**src/rtl/exrg_pkg.sv**
```systemverilog
// Purpose: shared constants and types for the exception and region attribute block
// Assumes: 32-bit address map, nine peripheral interrupts
// Notes:   exception numbers and vector addresses are fixed by the map
package exrg_pkg;

    localparam int unsigned NUM_IRQ      = 9;
    localparam int unsigned NUM_EXC      = 25;
    localparam int unsigned EXC_W        = 5;

    // exception numbers
    localparam logic [4:0] EXC_NONE      = 5'h00;
    localparam logic [4:0] EXC_RESET     = 5'h01;
    localparam logic [4:0] EXC_NMI       = 5'h02;
    localparam logic [4:0] EXC_FAULT     = 5'h03;
    localparam logic [4:0] EXC_SVC       = 5'h0B;
    localparam logic [4:0] EXC_PENDSRV   = 5'h0E;
    localparam logic [4:0] EXC_TICK      = 5'h0F;
    localparam logic [4:0] EXC_IRQ_BASE  = 5'h10;

    // vector table entries and step
    localparam logic [31:0] VEC_RESET    = 32'h0000_0004;
    localparam logic [31:0] VEC_SVC      = 32'h0000_002C;
    localparam logic [31:0] VEC_PENDSRV  = 32'h0000_0038;
    localparam logic [31:0] VEC_TICK     = 32'h0000_003C;
    localparam logic [31:0] VEC_IRQ_BASE = 32'h0000_0040;
    localparam logic [31:0] VEC_STEP     = 32'h0000_0004;

    // region boundaries
    localparam logic [31:0] RAM_BASE     = 32'h2000_0000;
    localparam logic [31:0] PERI_BASE    = 32'h4000_0000;
    localparam logic [31:0] XRAM_BASE    = 32'h6000_0000;
    localparam logic [31:0] XRAM_TOP     = 32'h9FFF_FFFF;
    localparam logic [31:0] XDEV_BASE    = 32'hA000_0000;
    localparam logic [31:0] PRIV_BASE    = 32'hE000_0000;
    localparam logic [31:0] PRIV_TOP     = 32'hE00F_FFFF;
    localparam logic [31:0] VEND_BASE    = 32'hE010_0000;

    // priorities: smaller is more urgent; fixed levels sit below all configurable
    localparam logic [3:0]  PRI_RESET    = 4'h0;
    localparam logic [3:0]  PRI_NMI      = 4'h1;
    localparam logic [3:0]  PRI_FAULT    = 4'h2;
    localparam logic [3:0]  PRI_CFG_OFS  = 4'h4;
    localparam logic [3:0]  PRI_IDLE     = 4'hF;
    localparam logic [1:0]  CFG_PRI_RST  = 2'h0;

    // access sizes
    localparam logic [1:0]  SIZE_BYTE    = 2'h0;
    localparam logic [1:0]  SIZE_HALF    = 2'h1;
    localparam logic [1:0]  SIZE_WORD    = 2'h2;

    typedef enum logic [1:0] {
        EXRG_MEM_NORMAL,
        EXRG_MEM_DEVICE,
        EXRG_MEM_STRONG
    } exrg_memtype_t;

endpackage : exrg_pkg

```
**src/rtl/exrg_region_dec.sv**
```systemverilog
// Purpose: decode an address into memory type, execute-never and word-only attributes
// Assumes: fixed address map
// Notes:   purely combinational; caller registers the result
`timescale 1ns/1ps
module exrg_region_dec (
    input  wire logic [31:0]            addr,
    output exrg_pkg::exrg_memtype_t     mem_type,
    output logic                        execute_never,
    output logic                        word_only
);
    always_comb begin
        mem_type      = exrg_pkg::EXRG_MEM_NORMAL;
        execute_never = 1'b0;
        word_only     = 1'b0;
        if (addr < exrg_pkg::PERI_BASE) begin
            mem_type = exrg_pkg::EXRG_MEM_NORMAL;
        end else if (addr < exrg_pkg::XRAM_BASE) begin
            mem_type      = exrg_pkg::EXRG_MEM_DEVICE;
            execute_never = 1'b1;
        end else if (addr <= exrg_pkg::XRAM_TOP) begin
            mem_type = exrg_pkg::EXRG_MEM_NORMAL;
        end else if (addr < exrg_pkg::PRIV_BASE) begin
            mem_type      = exrg_pkg::EXRG_MEM_DEVICE;
            execute_never = 1'b1;
        end else if (addr <= exrg_pkg::PRIV_TOP) begin
            mem_type      = exrg_pkg::EXRG_MEM_STRONG;
            execute_never = 1'b1;
            word_only     = 1'b1;
        end else begin
            mem_type      = exrg_pkg::EXRG_MEM_DEVICE;
            execute_never = 1'b1;
        end
    end
endmodule // exrg_region_dec

```
**src/rtl/exrg_byte_lane.sv**
```systemverilog
// Purpose: place store data on little-endian byte lanes
// Assumes: aligned accesses
// Notes:   combinational
`timescale 1ns/1ps
module exrg_byte_lane (
    input  wire logic [1:0]  addr_lo,
    input  wire logic [1:0]  size,
    input  wire logic [31:0] wdata_in,
    output logic      [31:0] wdata_lane,
    output logic      [3:0]  byte_en
);
    always_comb begin
        wdata_lane = wdata_in;
        byte_en    = 4'hF;
        case (size)
            exrg_pkg::SIZE_BYTE: begin
                // lsbyte lands at the addressed byte lane
                wdata_lane = {4{wdata_in[7:0]}};
                byte_en    = 4'h1 << addr_lo;
            end
            exrg_pkg::SIZE_HALF: begin
                wdata_lane = {2{wdata_in[15:0]}};
                byte_en    = addr_lo[1] ? 4'hC : 4'h3;
            end
            default: begin
                wdata_lane = wdata_in;
                byte_en    = 4'hF;
            end
        endcase
    end
endmodule // exrg_byte_lane

```
**src/rtl/exrg_core.sv**
```systemverilog
// Purpose: exception state tracking, priority ranking, vectoring, region checks, barriers
// Assumes: single clock, synchronous reset; requests come from logic on sys_clk
// Notes:   one exception taken per cycle; handlers end with exc_return
`timescale 1ns/1ps
module exrg_core #(
    parameter int unsigned N_IRQ = exrg_pkg::NUM_IRQ
) (
    input  wire logic                    sys_clk,
    input  wire logic                    reset,
    input  wire logic [N_IRQ-1:0]        irq_req,
    input  wire logic [N_IRQ-1:0]        irq_enable,
    input  wire logic [2*N_IRQ-1:0]      irq_pri,
    input  wire logic                    nmi_req,
    input  wire logic                    svc_exec,
    input  wire logic                    pendsrv_req,
    input  wire logic                    pendsrv_enable,
    input  wire logic [1:0]              pendsrv_pri,
    input  wire logic                    svc_enable,
    input  wire logic [1:0]              svc_pri,
    input  wire logic                    tick_zero,
    input  wire logic                    tick_sw_req,
    input  wire logic                    tick_enable,
    input  wire logic [1:0]              tick_pri,
    input  wire logic                    proc_error,
    input  wire logic                    fetch_valid,
    input  wire logic [31:0]             fetch_addr,
    input  wire logic                    exc_return,
    input  wire logic                    mem_req,
    input  wire logic [31:0]             mem_addr,
    input  wire logic [1:0]              mem_size,
    input  wire logic [31:0]             mem_wdata,
    input  wire logic                    mem_done,
    input  wire logic                    barrier_dmb,
    input  wire logic                    barrier_dsb,
    input  wire logic                    barrier_isb,
    output logic                         exc_take_q,
    output logic [4:0]                   exc_num_q,
    output logic [31:0]                  exc_vector_q,
    output logic                         thread_mode_q,
    output logic [4:0]                   cur_exc_q,
    output logic [31:0]                  pending_q,
    output logic [31:0]                  active_q,
    output logic                         mem_go_q,
    output logic                         mem_size_err_q,
    output exrg_pkg::exrg_memtype_t      mem_type_q,
    output logic [31:0]                  mem_wlane_q,
    output logic [3:0]                   mem_ben_q,
    output logic                         exec_stall_q,
    output logic                         flush_q
);
    initial begin
        if (N_IRQ < 1 || N_IRQ > 16) $error("exrg_core: N_IRQ must be 1..16");
    end

    // vector address for an exception number
    function automatic logic [31:0] vec_of(input logic [4:0] n);
        vec_of = {25'h000_0000, n, 2'b00};
    endfunction

    // rank of an exception; lower is more urgent
    function automatic logic [3:0] cfg_rank(input logic [1:0] p);
        cfg_rank = exrg_pkg::PRI_CFG_OFS + {2'b00, p};
    endfunction

    // region attributes
    exrg_pkg::exrg_memtype_t fetch_type;
    logic                    fetch_xn;
    logic                    fetch_wo;
    exrg_pkg::exrg_memtype_t data_type;
    logic                    data_xn;
    logic                    data_wo;
    logic [31:0]             wlane;
    logic [3:0]              ben;

    exrg_region_dec u_fetch_dec (
        .addr          (fetch_addr),
        .mem_type      (fetch_type),
        .execute_never (fetch_xn),
        .word_only     (fetch_wo)
    );

    exrg_region_dec u_data_dec (
        .addr          (mem_addr),
        .mem_type      (data_type),
        .execute_never (data_xn),
        .word_only     (data_wo)
    );

    exrg_byte_lane u_lane (
        .addr_lo    (mem_addr[1:0]),
        .size       (mem_size),
        .wdata_in   (mem_wdata),
        .wdata_lane (wlane),
        .byte_en    (ben)
    );

    // requests raised this cycle, one bit per exception number
    logic [31:0] raise;
    logic [31:0] enabled;
    logic        xn_fault;
    assign xn_fault = fetch_valid & fetch_xn;

    always_comb begin
        raise = 32'h0000_0000;
        raise[exrg_pkg::EXC_NMI]     = nmi_req;
        raise[exrg_pkg::EXC_FAULT]   = proc_error | xn_fault;
        raise[exrg_pkg::EXC_SVC]     = svc_exec;
        raise[exrg_pkg::EXC_PENDSRV] = pendsrv_req;
        raise[exrg_pkg::EXC_TICK]    = tick_zero | tick_sw_req;
        for (int i = 0; i < N_IRQ; i++) begin
            raise[exrg_pkg::EXC_IRQ_BASE + 5'(i)] = irq_req[i];
        end
    end

    always_comb begin
        enabled = 32'h0000_0000;
        // fixed exceptions cannot be disabled
        enabled[exrg_pkg::EXC_NMI]     = 1'b1;
        enabled[exrg_pkg::EXC_FAULT]   = 1'b1;
        enabled[exrg_pkg::EXC_SVC]     = svc_enable;
        enabled[exrg_pkg::EXC_PENDSRV] = pendsrv_enable;
        enabled[exrg_pkg::EXC_TICK]    = tick_enable;
        for (int i = 0; i < N_IRQ; i++) begin
            enabled[exrg_pkg::EXC_IRQ_BASE + 5'(i)] = irq_enable[i];
        end
    end

    function automatic logic [3:0] rank_of(input logic [4:0] n);
        logic [4:0] k;
        k = n - exrg_pkg::EXC_IRQ_BASE;
        case (n)
            exrg_pkg::EXC_NONE:    rank_of = exrg_pkg::PRI_IDLE;
            exrg_pkg::EXC_NMI:     rank_of = exrg_pkg::PRI_NMI;
            exrg_pkg::EXC_FAULT:   rank_of = exrg_pkg::PRI_FAULT;
            exrg_pkg::EXC_SVC:     rank_of = cfg_rank(svc_pri);
            exrg_pkg::EXC_PENDSRV: rank_of = cfg_rank(pendsrv_pri);
            exrg_pkg::EXC_TICK:    rank_of = cfg_rank(tick_pri);
            default: begin
                if (n >= exrg_pkg::EXC_IRQ_BASE && k < 5'(N_IRQ)) begin
                    rank_of = cfg_rank(irq_pri[2*k +: 2]);
                end else begin
                    rank_of = exrg_pkg::PRI_IDLE;
                end
            end
        endcase
    endfunction

    // pick most urgent enabled pending; lowest number wins ties
    logic [4:0] best_num;
    logic [3:0] best_rank;
    always_comb begin
        best_num  = exrg_pkg::EXC_NONE;
        best_rank = exrg_pkg::PRI_IDLE;
        for (int n = 31; n >= 1; n--) begin
            if (pending_q[n] && enabled[n] && !active_q[n] && rank_of(5'(n)) <= best_rank) begin
                best_num  = 5'(n);
                best_rank = rank_of(5'(n));
            end
        end
    end

    // preempt only when strictly more urgent than the running handler
    logic take;
    assign take = (best_num != exrg_pkg::EXC_NONE) && (best_rank < rank_of(cur_exc_q))
                  && !exec_stall_q;

    // nesting stack of preempted handlers
    logic [4:0] stack_q [0:7];
    logic [2:0] depth_q;

    // pending bits: set wins over the clear done on entry
    always_ff @(posedge sys_clk) begin
        if (reset) begin
            pending_q <= 32'h0000_0000;
        end else begin
            for (int n = 0; n < 32; n++) begin
                if (raise[n]) begin
                    pending_q[n] <= 1'b1;
                end else if (take && best_num == 5'(n)) begin
                    pending_q[n] <= 1'b0;
                end
            end
        end
    end

    // active bits: preempted handlers stay active
    always_ff @(posedge sys_clk) begin
        if (reset) begin
            active_q <= 32'h0000_0000;
        end else if (take) begin
            active_q[best_num] <= 1'b1;
        end else if (exc_return && cur_exc_q != exrg_pkg::EXC_NONE) begin
            active_q[cur_exc_q] <= 1'b0;
        end
    end

    // current exception and thread mode; reset restarts in thread mode
    always_ff @(posedge sys_clk) begin
        if (reset) begin
            cur_exc_q     <= exrg_pkg::EXC_NONE;
            thread_mode_q <= 1'b1;
            depth_q       <= 3'h0;
            for (int i = 0; i < 8; i++) stack_q[i] <= exrg_pkg::EXC_NONE;
        end else if (take) begin
            stack_q[depth_q] <= cur_exc_q;
            depth_q          <= depth_q + 3'h1;
            cur_exc_q        <= best_num;
            thread_mode_q    <= 1'b0;
        end else if (exc_return && depth_q != 3'h0) begin
            cur_exc_q     <= stack_q[depth_q - 3'h1];
            depth_q       <= depth_q - 3'h1;
            thread_mode_q <= (stack_q[depth_q - 3'h1] == exrg_pkg::EXC_NONE);
        end
    end

    // entry announcement; first cycle after reset fetches the reset vector
    logic boot_q;
    always_ff @(posedge sys_clk) begin
        if (reset) begin
            boot_q       <= 1'b1;
            exc_take_q   <= 1'b0;
            exc_num_q    <= exrg_pkg::EXC_NONE;
            exc_vector_q <= 32'h0000_0000;
        end else if (boot_q) begin
            boot_q       <= 1'b0;
            exc_take_q   <= 1'b1;
            exc_num_q    <= exrg_pkg::EXC_RESET;
            exc_vector_q <= exrg_pkg::VEC_RESET;
        end else begin
            exc_take_q   <= take;
            exc_num_q    <= take ? best_num : exrg_pkg::EXC_NONE;
            exc_vector_q <= take ? vec_of(best_num) : 32'h0000_0000;
        end
    end

    // outstanding transaction count for barriers
    logic [3:0] outst_q;
    logic       bad_size;
    logic       so_block;
    logic       issue;
    assign bad_size = data_wo && (mem_size != exrg_pkg::SIZE_WORD);
    // strongly-ordered accesses wait for prior ones; normal ones may overlap
    assign so_block = (data_type == exrg_pkg::EXRG_MEM_STRONG) && (outst_q != 4'h0);
    assign issue    = mem_req && !bad_size && !so_block && !exec_stall_q && outst_q != 4'hF;

    always_ff @(posedge sys_clk) begin
        if (reset) begin
            outst_q <= 4'h0;
        end else begin
            outst_q <= outst_q + 4'(issue) - 4'(mem_done && outst_q != 4'h0);
        end
    end

    // barrier: hold transactions and execution until drained
    always_ff @(posedge sys_clk) begin
        if (reset) begin
            exec_stall_q <= 1'b0;
        end else if (barrier_dmb || barrier_dsb) begin
            exec_stall_q <= 1'b1;
        end else if (outst_q == 4'h0 || (outst_q == 4'h1 && mem_done)) begin
            exec_stall_q <= 1'b0;
        end
    end

    // fetch pipe refill after an instruction barrier
    always_ff @(posedge sys_clk) begin
        if (reset) begin
            flush_q <= 1'b0;
        end else begin
            flush_q <= barrier_isb && !exec_stall_q;
        end
    end

    always_ff @(posedge sys_clk) begin
        if (reset) begin
            mem_go_q       <= 1'b0;
            mem_size_err_q <= 1'b0;
            mem_type_q     <= exrg_pkg::EXRG_MEM_NORMAL;
            mem_wlane_q    <= 32'h0000_0000;
            mem_ben_q      <= 4'h0;
        end else begin
            mem_go_q       <= issue;
            mem_size_err_q <= mem_req && bad_size;
            mem_type_q     <= data_type;
            mem_wlane_q    <= wlane;
            mem_ben_q      <= issue ? ben : 4'h0;
        end
    end

    property p_xn_fault;
        @(posedge sys_clk) disable iff (reset)
        (fetch_valid && fetch_xn) |=> pending_q[exrg_pkg::EXC_FAULT];
    endproperty
    a_xn_fault: assert property (p_xn_fault) else $error("no fault on no-execute fetch");

    property p_word_only;
        @(posedge sys_clk) disable iff (reset)
        (mem_req && data_wo && mem_size != exrg_pkg::SIZE_WORD) |=> (mem_size_err_q && !mem_go_q);
    endproperty
    a_word_only: assert property (p_word_only) else $error("sub-word access to private region");

    property p_pending_set;
        @(posedge sys_clk) disable iff (reset)
        irq_req[0] |=> pending_q[exrg_pkg::EXC_IRQ_BASE] || active_q[exrg_pkg::EXC_IRQ_BASE];
    endproperty
    a_pending_set: assert property (p_pending_set) else $error("request not pended");

    property p_nested;
        @(posedge sys_clk) disable iff (reset)
        (take && cur_exc_q != exrg_pkg::EXC_NONE) |=> active_q[$past(cur_exc_q)];
    endproperty
    a_nested: assert property (p_nested) else $error("preempted handler lost active");

    property p_reset_vec;
        @(posedge sys_clk) $fell(reset) |-> ##1 (exc_vector_q == exrg_pkg::VEC_RESET && thread_mode_q);
    endproperty
    a_reset_vec: assert property (p_reset_vec) else $error("bad restart after reset");

    property p_nmi_not_preempted;
        @(posedge sys_clk) disable iff (reset)
        (cur_exc_q == exrg_pkg::EXC_NMI) |-> !take;
    endproperty
    a_nmi_not_preempted: assert property (p_nmi_not_preempted) else $error("nmi preempted");

    property p_svc_vector;
        @(posedge sys_clk) disable iff (reset)
        (exc_take_q && exc_num_q == exrg_pkg::EXC_SVC) |-> exc_vector_q == exrg_pkg::VEC_SVC;
    endproperty
    a_svc_vector: assert property (p_svc_vector) else $error("wrong supervisor call vector");

    property p_pendsrv_vector;
        @(posedge sys_clk) disable iff (reset)
        (exc_take_q && exc_num_q == exrg_pkg::EXC_PENDSRV) |-> exc_vector_q == exrg_pkg::VEC_PENDSRV;
    endproperty
    a_pendsrv_vector: assert property (p_pendsrv_vector) else $error("wrong service vector");

    property p_tick_vector;
        @(posedge sys_clk) disable iff (reset)
        (exc_take_q && exc_num_q == exrg_pkg::EXC_TICK) |-> exc_vector_q == exrg_pkg::VEC_TICK;
    endproperty
    a_tick_vector: assert property (p_tick_vector) else $error("wrong tick vector");

    property p_barrier_hold;
        @(posedge sys_clk) disable iff (reset)
        (exec_stall_q && outst_q != 4'h0) |-> ##1 !mem_go_q;
    endproperty
    a_barrier_hold: assert property (p_barrier_hold) else $error("access passed barrier");

    c_nest: cover property (@(posedge sys_clk) disable iff (reset) take && depth_q == 3'h1);
    c_fault: cover property (@(posedge sys_clk) disable iff (reset) exc_num_q == exrg_pkg::EXC_FAULT);
    c_barrier: cover property (@(posedge sys_clk) disable iff (reset) $fell(exec_stall_q));

endmodule // exrg_core

```
**config.mk**
```make
export PLATFORM = sky130hd
export DESIGN_NAME = exrg_core
export DESIGN_NICKNAME = d
export VERILOG_FILES = /design/src/rtl/exrg_pkg.sv /design/src/rtl/exrg_region_dec.sv /design/src/rtl/exrg_byte_lane.sv /design/src/rtl/exrg_core.sv
export SDC_FILE = /design/constraint.sdc
export NUM_CORES = 1
export LEC_CHECK = 0
export ABC_CLOCK_PERIOD_IN_PS = 20700
export BUFFER_PORTS_ARGS = -buffer_cell sky130_fd_sc_hd__buf_2
export CORE_ASPECT_RATIO = 1.25
export CORE_UTILIZATION = 50
export CTS_BUF_LIST = sky130_fd_sc_hd__clkbuf_8
export DETAILED_ROUTE_END_ITERATION = 10
export PLACE_DENSITY = 0.8
export SLEW_MARGIN = 20
export SYNTH_ARGS = -nofsm -noshare
export SYNTH_HDL_FRONTEND = slang
export SYNTH_HIERARCHICAL = 1
export SYNTH_SLANG_ARGS = --single-unit
```
**constraint.sdc**
```tcl
create_clock -name sys_clk -period 20.7 [get_ports sys_clk]
set_input_delay 2.07 -clock sys_clk [delete_from_list [all_inputs] [get_ports sys_clk]]
set_output_delay 2.07 -clock sys_clk [all_outputs]
set_load 0.01 [all_outputs]
```
* Word level (Yosys, flattened, before mapping) *
Memory sizes are Yosys's and may differ from the RTL's.
Cells that the tools add are included.

word-level totals
  bits in registers = 136
  bits in latches = 0
  RAM bits = 40
  ROM bits = 0
  input port bits = 158
  word-level logic and storage cells = 334
  memories kept = 1

operators by class
  add/subtract/negate cells = 18
  $mul = 0
  divide/modulo/power cells = 0
  $lt $le $gt $ge = 29
  equal/unequal tests = 24
  shifts and indexed selects = 2
  muxes and demuxes = 101
  bitwise logic cells = 8
  reduce and logical (&&, ||, !) cells = 119

memory list
  memory   words  bits a word  rd ports  clocked after Yosys merged registers in  wr ports  line              text
  stack_q  8      5            1         0                                        8         exrg_core.sv:168  logic [4:0] stack_q [0:7];

operator list
  operator                                                                         count
  32-bit by 31-bit less-than comparator with 1-bit output (second input constant)  4
  32-bit <= comparator (second input constant)                                     3
  5-bit 2-to-1 mux                                                                 17
  1-bit logical AND                                                                71
  32-bit 2-to-1 mux                                                                2
  4-bit 2-to-1 mux                                                                 16
  32-bit one-hot mux with 2 select lines                                           1
  3-bit by 2-bit adder with 4-bit output (first input constant)                    13
  1-bit 2-to-1 mux                                                                 51
  5-bit equality test (second input constant)                                      9
  4-bit <= comparator                                                              11
  2-bit nonzero test                                                               17
  32-bit bitwise AND                                                               1
  32-bit less-than comparator (second input constant)                              1
  32-bit inverter                                                                  1
  32-bit bitwise OR                                                                1
  5-bit by 4-bit equality test with 1-bit output (second input constant)           6
  4-bit one-hot mux with 6 select lines                                            1
  5-bit by 2-bit equality test with 1-bit output (second input constant)           4
  18-bit by 7-bit variable part select with 2-bit output                           1
  1-bit logical NOT                                                                17
  3-bit 2-to-1 mux                                                                 5
  5-bit by 6-bit less-than comparator with 1-bit output (second input constant)    2
  1-bit demux with 5-bit select                                                    2
  33 further kinds                                                                 44

* Logic depth before layout (Yosys ltp) *
Gate-level depths: netlist of run 1.

  depth after elaboration = 51
  gate-level depth with buffers = 81

* Hierarchy *
The synthesis of run 1 kept the hierarchy.

modules (own cells, without submodules)
  module           instances  cells an instance  area each (sq um)  sequential area each (sq um)
  exrg_core        1          833                7,895.1            3,363.2
  exrg_byte_lane   1          60                 531.8              0.0
  exrg_region_dec  2          10                 82.6               0.0

* Least setup slack after synthesis of run 1 *
No wires, ideal clock.

  path type = input -> register
  start point = in irq_enable[8]
  end point = mem stack_q[4][0] (enable)
  library setup time = 376 ps
  arrival time = 16,612 ps
  data required time = 20,324 ps
  slack = 3,712 ps
  cell stages on the path = 80
  path buffers = 4
  cell sequence = and3b_1 > buf_6 > nand2b_1 > ha_1 > o21ai_0 > a211oi_1 > a2bb2oi_1 > ha_1 > nor2_1 > nor4_1 > nor4_1 > a21o_1 > ha_1 > o21bai_1 > o41ai_1 > o31a_1 > a211oi_1 > a21oi_1 > [44 not listed] > ha_1 > nor2b_1 > o21ai_0 > a41oi_1 > or2_1 > nor2_1 > a21oi_1 > o21a_1 > ha_1 > a211o_1 > a221oi_1 > o221ai_1 > o21bai_1 > o211a_1 > buf_2 > buf_4 > nand2_1 > o31ai_1

RTL lines
  item                line              text
  start: declaration  exrg_core.sv:11   input wire logic [N_IRQ-1:0] irq_enable,
  end: declaration    exrg_core.sv:168

==> results of run 1 <==
-- worst max-delay path by stage --
stage | start | to | slack, ns
floorplan | irq_enable[8] | stack_q[4][0] | 3.71
global placement | irq_enable[8] | stack_q[1][1] | 1.64
detailed placement | irq_enable[8] | stack_q[2][1] | 1.53
CTS | irq_enable[8] | stack_q[1][3] | 1.94
global route | irq_enable[8] | stack_q[1][3] | 0.35
finish | irq_enable[8] | stack_q[1][3] | 1.79
-- per-layer routing --
metal	global-route usage, %	vias to the layer above	part of all wire (%)
li1	-	3526	-
met4	12.3	0	3.7
met1	29.5	3531	39
met2	46.6	335	52
met3	5.02	59	6.0
met5	0	-	0
-- critical path: cells and delay by family --
kind	cells	cell delay [ns]
adder cells (fa/ha/maj)	12	3.00
AO/OA/AOI/OAI	36	8.02
AND/OR/NAND/NOR	20	3.92
buffers and inverters	5	0.59
multiplexers	4	1.34
-- stage by stage --
stage	utilization, %	total power, W	hold WS (ns)	instances	cell area, um^2
after floorplan	-	0.000651	0.456	949	8680
after global placement	56.2	0.000739	0.417	1285	9400
after detailed placement	56.2	0.000747	0.421	1285	9400
after CTS	58.7	0.000975	0.434	1317	9810
after global routing	58.7	0.00103	0.453	1317	9810
final	58.7	0.000976	0.431	1317	9810
-- registers in the layout, indices dropped and copies added, names as in the netlist, 2 cells and up --
| name | flops |
|---|---|
| depth_q | 3 |
| exc_num_q | 5 |
| outst_q | 4 |
| pending_q | 14 |
| cur_exc_q | 5 |
| mem_type_q | 2 |
| mem_wlane_q | 32 |
| mem_ben_q | 4 |
| stack_q | 40 |
| active_q | 32 |
-- cells in the final DEF (no fill, tap or decap), types with 5 or more instances in the layout --
cell      count
o21ai_0      27
and3_1        6
edfxtp_1     40
and2_1       10
o21ai_1       5
nor3b_1       5
nor2b_1      46
inv_1        41
clkbuf_8     18
a31oi_1      13
nor3_1       16
inv_8         5
mux4_2       14
nand3b_1     10
nand2b_1      6
a22oi_1       5
nand3_1      11
o21bai_1      6
dfxtp_1     108
a21oi_1      46
and3b_1       6
o21a_1        7
buf_2       215
a211oi_1     13
nor2_1       86
ha_1         26
a21o_1        7
a311oi_1      5
conb_1       45
mux2_2       21
or3_1         8
nor4_1        9
o31ai_1      15
o21ai_2       8
nand2_1      69
buf_4         6
mux2i_1      16
-- cell type report --
cell class	instances	share of cell area [%]
multi-input combinational	654	45.7
sequential	148	34.3
clock inverter	14	1.63
clock buffer	18	2.53
tap	220	2.81
timing repair buffer	221	11.4
inverter	42	1.61
-- power breakdown --
part           switching, W  internal, W
sequential        0.0000476     0.000331
clock              0.000125     0.000105
combinational      0.000216     0.000151
==> metrics.txt, run 1 <==
outcome finished, final reports clean; largest stage delay on the critical path 0.77 ns; buffers added on ports 215; # DRC 0; Post-Synthesis Cell Area 8520 um^2; diodes inserted 0; max_slew headroom 32.5%; part of the cycle the worst path needs 91.4%; Worst Hold Launch active_q[10]; Longest Clk Path Bufs 2; hold-fix buffers at CTS 0; Critical Path End Type flop; hold violation total from the final report 0; Clk Latency, worst-skew pair 0.46 ns; data arrival time of the critical path 19.00 ns; count of standard-cell rows 53; start of the worst register-to-register path active_q[24]; area of the core 16700 um^2; Pwr Density 99.6 nW/um^2; height of the die 148 um; Syn Area/Cell 9.41 um^2; total wire length 23.1 mm; clock buffers created by TritonCTS 17; ratio of cells with drive above 1 in the final layout 29.4%; level count of the clock H-tree 4; maximum fanout count along the critical path 31; total setup violations reported at the end of the flow 0; critical path required time 20.78 ns; cell with the most instances on the worst path ha_1; number of sinks on the clock net 148; Worst Max-Slew Pin Slew 1.01 ns; # resized after CTS 0; hold-critical path depth 2; area used by multi-input combinational logic 4480 um^2; leakage power summed over all cells 4.35 nW; PnR worst setup slack 1.79 ns; area added between synthesis and finish 15.1%; Hold WC Path Type flop to flop; clock root buffer clkbuf_8; Via Count 7451; vias in the first global route 7023; clock period minus worst slack 18.91 ns; floorplan die area 17600 um^2; DP Worst Slack 1.53 ns; clock-pin slew on the worst setup and hold paths 0.09 ns; global-route wire length before repair 35.5 mm; Pins Over Slew Limit 0; Worst Hold Path EP active_q[10]; endpoint of the worst register-to-register path stack_q[1][3]; cells on worst reg2reg path 76; largest net degree at the start of global routing 45; total track usage 25.9%; number of setup buffers added after CTS 0; synth warn 6; Initial DRT Pass Iterations 7; Antenna Nets Post-Route 0; die width 119 um; final HPWL from detailed placement 17.6 mm; routed via count divided by cell count 5.66; setup repair after global routing missed its margin false; sort of element at the start of the critical path input port; final routed wire length divided by cell count 17.5 um; initial antenna violation count 0; iteration-0 DRC count of the detailed router 481; weighted congestion at the end of routability-driven global placement 0.948; number of fill cells 1467; global route total overflow 0; Post-layout nets 1269; area taken by flip-flops and latches 3360 um^2; io pins 308; setup TNS 0 ns; TritonCTS clock tree yes; maximum achievable frequency 52.9 MHz; Maximum Capacitance Violations 0; Critical Setup Path Class input port to flop; Max IR drop VDD 0.0000517 V; effective utilization at floorplan 51.0%; cell at the slowest stage of the critical path o31ai_1; cell count after synthesis 905; Max Clock Skew 0.0129 ns; Register-to-Register Setup Slack 3.06 ns
Note: power is estimated with default switching activity, not from simulation.
==> run 2, diff against run 1 <==
--- a/config.mk
+++ b/config.mk
@@ -8,10 +8,10 @@
 export ABC_CLOCK_PERIOD_IN_PS = 20700
 export BUFFER_PORTS_ARGS = -buffer_cell sky130_fd_sc_hd__buf_2
 export CORE_ASPECT_RATIO = 1.25
-export CORE_UTILIZATION = 50
+export CORE_UTILIZATION = 52
 export CTS_BUF_LIST = sky130_fd_sc_hd__clkbuf_8
 export DETAILED_ROUTE_END_ITERATION = 10
-export PLACE_DENSITY = 0.8
+export PLACE_DENSITY = 0.83
 export SLEW_MARGIN = 20
 export SYNTH_ARGS = -nofsm -noshare
 export SYNTH_HDL_FRONTEND = slang
==> run 2 against run 1 <==
Compared with the run above: final area decreased by 0.43%; core utilization up 3.0 points; count of clock-buffer cells in the layout unchanged; die area down 3.8%; setup slack got worse by 0.18 ns; flip-flop and latch count unchanged; combinational power about the same; largest power group unchanged.
==> metrics.txt, run 2 (synthesized netlist as in run 1, its figures left out) <==
Max IR drop VDD 0.0000550 V (+6.4%); TritonCTS clock tree yes; Critical Setup Path Class input port to flop; clock root buffer clkbuf_8; global route total overflow 0 (unchanged); data arrival time of the critical path 19.16 ns (+0.16 ns); count of standard-cell rows 51 (-3.8%); Tot Pwr 0.000965 W (-1.2%); maximum fanout count along the critical path 31 (unchanged); total track usage 27.5% (+1.6 points); Pwr Density 98.8 nW/um^2 (-0.76%); effective utilization at floorplan 53.8% (+2.9 points); max_slew headroom 28.5% (-4.0 points); buffers added on ports 215 (unchanged); Maximum Capacitance Violations 0 (unchanged); final routed wire length divided by cell count 17.7 um (+1.1%); maximum achievable frequency 52.4 MHz (-0.93%); outcome finished, final reports clean; total wire length 23.2 mm (+0.49%); setup TNS 0 ns (unchanged); Hold WC Path Type flop to flop; Worst Max-Slew Pin Slew 1.06 ns (+0.0584 ns); kind of cell adding the most delay to the critical path compound AO/OA/AOI/OAI gates; Critical Path End Type flop; hold violation total from the final report 0 (unchanged); initial antenna violation count 2 (+2); number of fill cells 1302 (-11%); cell at the slowest stage of the critical path o31ai_1; utilization after layout 61.7% (+3.0 points); level count of the clock H-tree 4 (unchanged); Longest Clk Path Bufs 2 (unchanged); setup repair after global routing missed its margin false; hold-fix buffers at CTS 0 (unchanged); routed via count divided by cell count 5.77 (+2.0%); non-filler instance count after layout 1309 (-0.61%); Clk Latency, worst-skew pair 0.46 ns (about the same); commonest cells after routing, fill and taps aside buf_2, dfxtp_1, nor2_1; number of setup buffers added after CTS 0 (unchanged); number of cells in the design after placement 1277 (-0.62%); vias in the first global route 7231 (+3.0%); registers with the most flip-flops stack_q: 40 flops, active_q: 32 flops, mem_wlane_q: 32 flops; weighted congestion at the end of routability-driven global placement 0.950 (+0.16%); clock period minus worst slack 19.09 ns (+0.177 ns); Antenna Nets Post-Route 0 (unchanged); Pins Over Slew Limit 0 (unchanged); critical path required time 20.77 ns (about the same); Post-layout nets 1269 (unchanged); number of sinks on the clock net 148 (unchanged); # resized after CTS 0 (unchanged); most common cell after layout, fill and taps aside buf_2; die width 116 um (-1.9%); Initial DRT Pass Iterations 5 (-2); iteration-0 DRC count of the detailed router 619 (+29%); largest stage delay on the critical path 0.91 ns (+0.14 ns); floorplan die area 16900 um^2 (-3.8%); clock-pin slew on the worst setup and hold paths 0.09 ns (about the same); Max Clock Skew 0.0144 ns (+0.00143 ns); largest net degree at the start of global routing 53 (+18%); Via Count 7555 (+1.4%); leakage power summed over all cells 4.33 nW (-0.44%); part of the cycle the worst path needs 92.2% (+0.85 points); global-route wire length before repair 35.7 mm (+0.74%); clock buffers created by TritonCTS 17 (unchanged); most flop-heavy register stack_q; cell with the most instances on the worst path ha_1; flip-flop count of the largest register, all copies and words added 40 (unchanged); height of the die 145 um (-1.9%); # DRC 0 (unchanged); buffers plus inverters on the worst setup path 5 (unchanged); area added between synthesis and finish 14.6%; sort of element at the start of the critical path input port; area of the core 15800 um^2 (-5.3%); total setup violations reported at the end of the flow 0 (unchanged); io pins 308 (unchanged); final HPWL from detailed placement 17.5 mm (-0.59%); ratio of cells with drive above 1 in the final layout 29.4% (-0.064 points)
[run 2: changes by cell type in the layout (fill, tap and decap cells not counted)]
| cell | previous run | this run |
|---|---|---|
| inv_8 | 5 | 1 |
| clkinvlp_4 | 1 | 2 |
| diode_2 | 0 | 1 |
| clkinv_8 | 1 | 0 |
| clkinv_2 | 0 | 2 |
| clkinv_4 | 2 | 3 |
[run 2: through the flow]
| step | setup slack, ns | hold slack (ns) | instance area (um^2) |
|---|---|---|---|
| final | 1.61 | 0.434 | 9760 |
| after global routing | 0.484 | 0.447 | 9760 |
| after CTS | 1.86 | 0.434 | 9760 |
| after detailed placement | 1.47 | 0.422 | 9390 |
| after global placement | 1.88 | 0.417 | 9390 |
| after floorplan | 3.71 | 0.456 | 8680 |
[run 2: cell type report]
class                           count  area (um^2)  share of cell area, %
Multi-Input combinational cell    654         4480                   45.9
Sequential cell                   148         3360                   34.4
Timing Repair Buffer              221         1120                   11.5
Tap cell                          212          265                   2.72
Clock buffer                       18          248                   2.54
Inverter                           42          158                   1.61
Clock inverter                     13          125                   1.28
Antenna cell                        1         2.50                 0.0256
[run 2: routing by layer]
metal,global-route usage [%],vias to the layer above,part of all wire [%]
met5,0,-,0.043
met4,17.6,2,5.7
met3,5.35,98,6.7
met2,47.7,386,51
met1,29.9,3536,37
li1,-,3533,-
[run 2: worst paths after layout]
path	slack (ns)	cells past startpoint	endpoint	startpoint
max	1.61	77	stack_q[1][1]	irq_enable[8]
min	0.43	2	active_q[10]	active_q[10]
max reg2reg	2.88	76	stack_q[1][1]	active_q[24]
min reg2reg	0.43	2	active_q[10]	active_q[10]
[run 2: where the power goes]
| part | switching [W] | internal [W] | leakage, nW | total [W] |
|---|---|---|---|---|
| combinational | 0.000219 | 0.000152 | 2.84 | 0.000371 |
| sequential | 0.0000462 | 0.000331 | 1.31 | 0.000378 |
| clock | 0.000117 | 0.0000994 | 0.188 | 0.000216 |
| total | 0.000382 | 0.000582 | 4.33 | 0.000965 |
[run 2: worst register-to-register path, delay by kind of cell (launching register included)]
kind	cells	cell delay [ns]
AOI/OAI and AO/OA	36	8.26
adders and majority gates	12	3.03
buffers and inverters	4	0.49
DFF	1	0.38
muxes	4	1.35
and+or+nand+nor	20	3.99
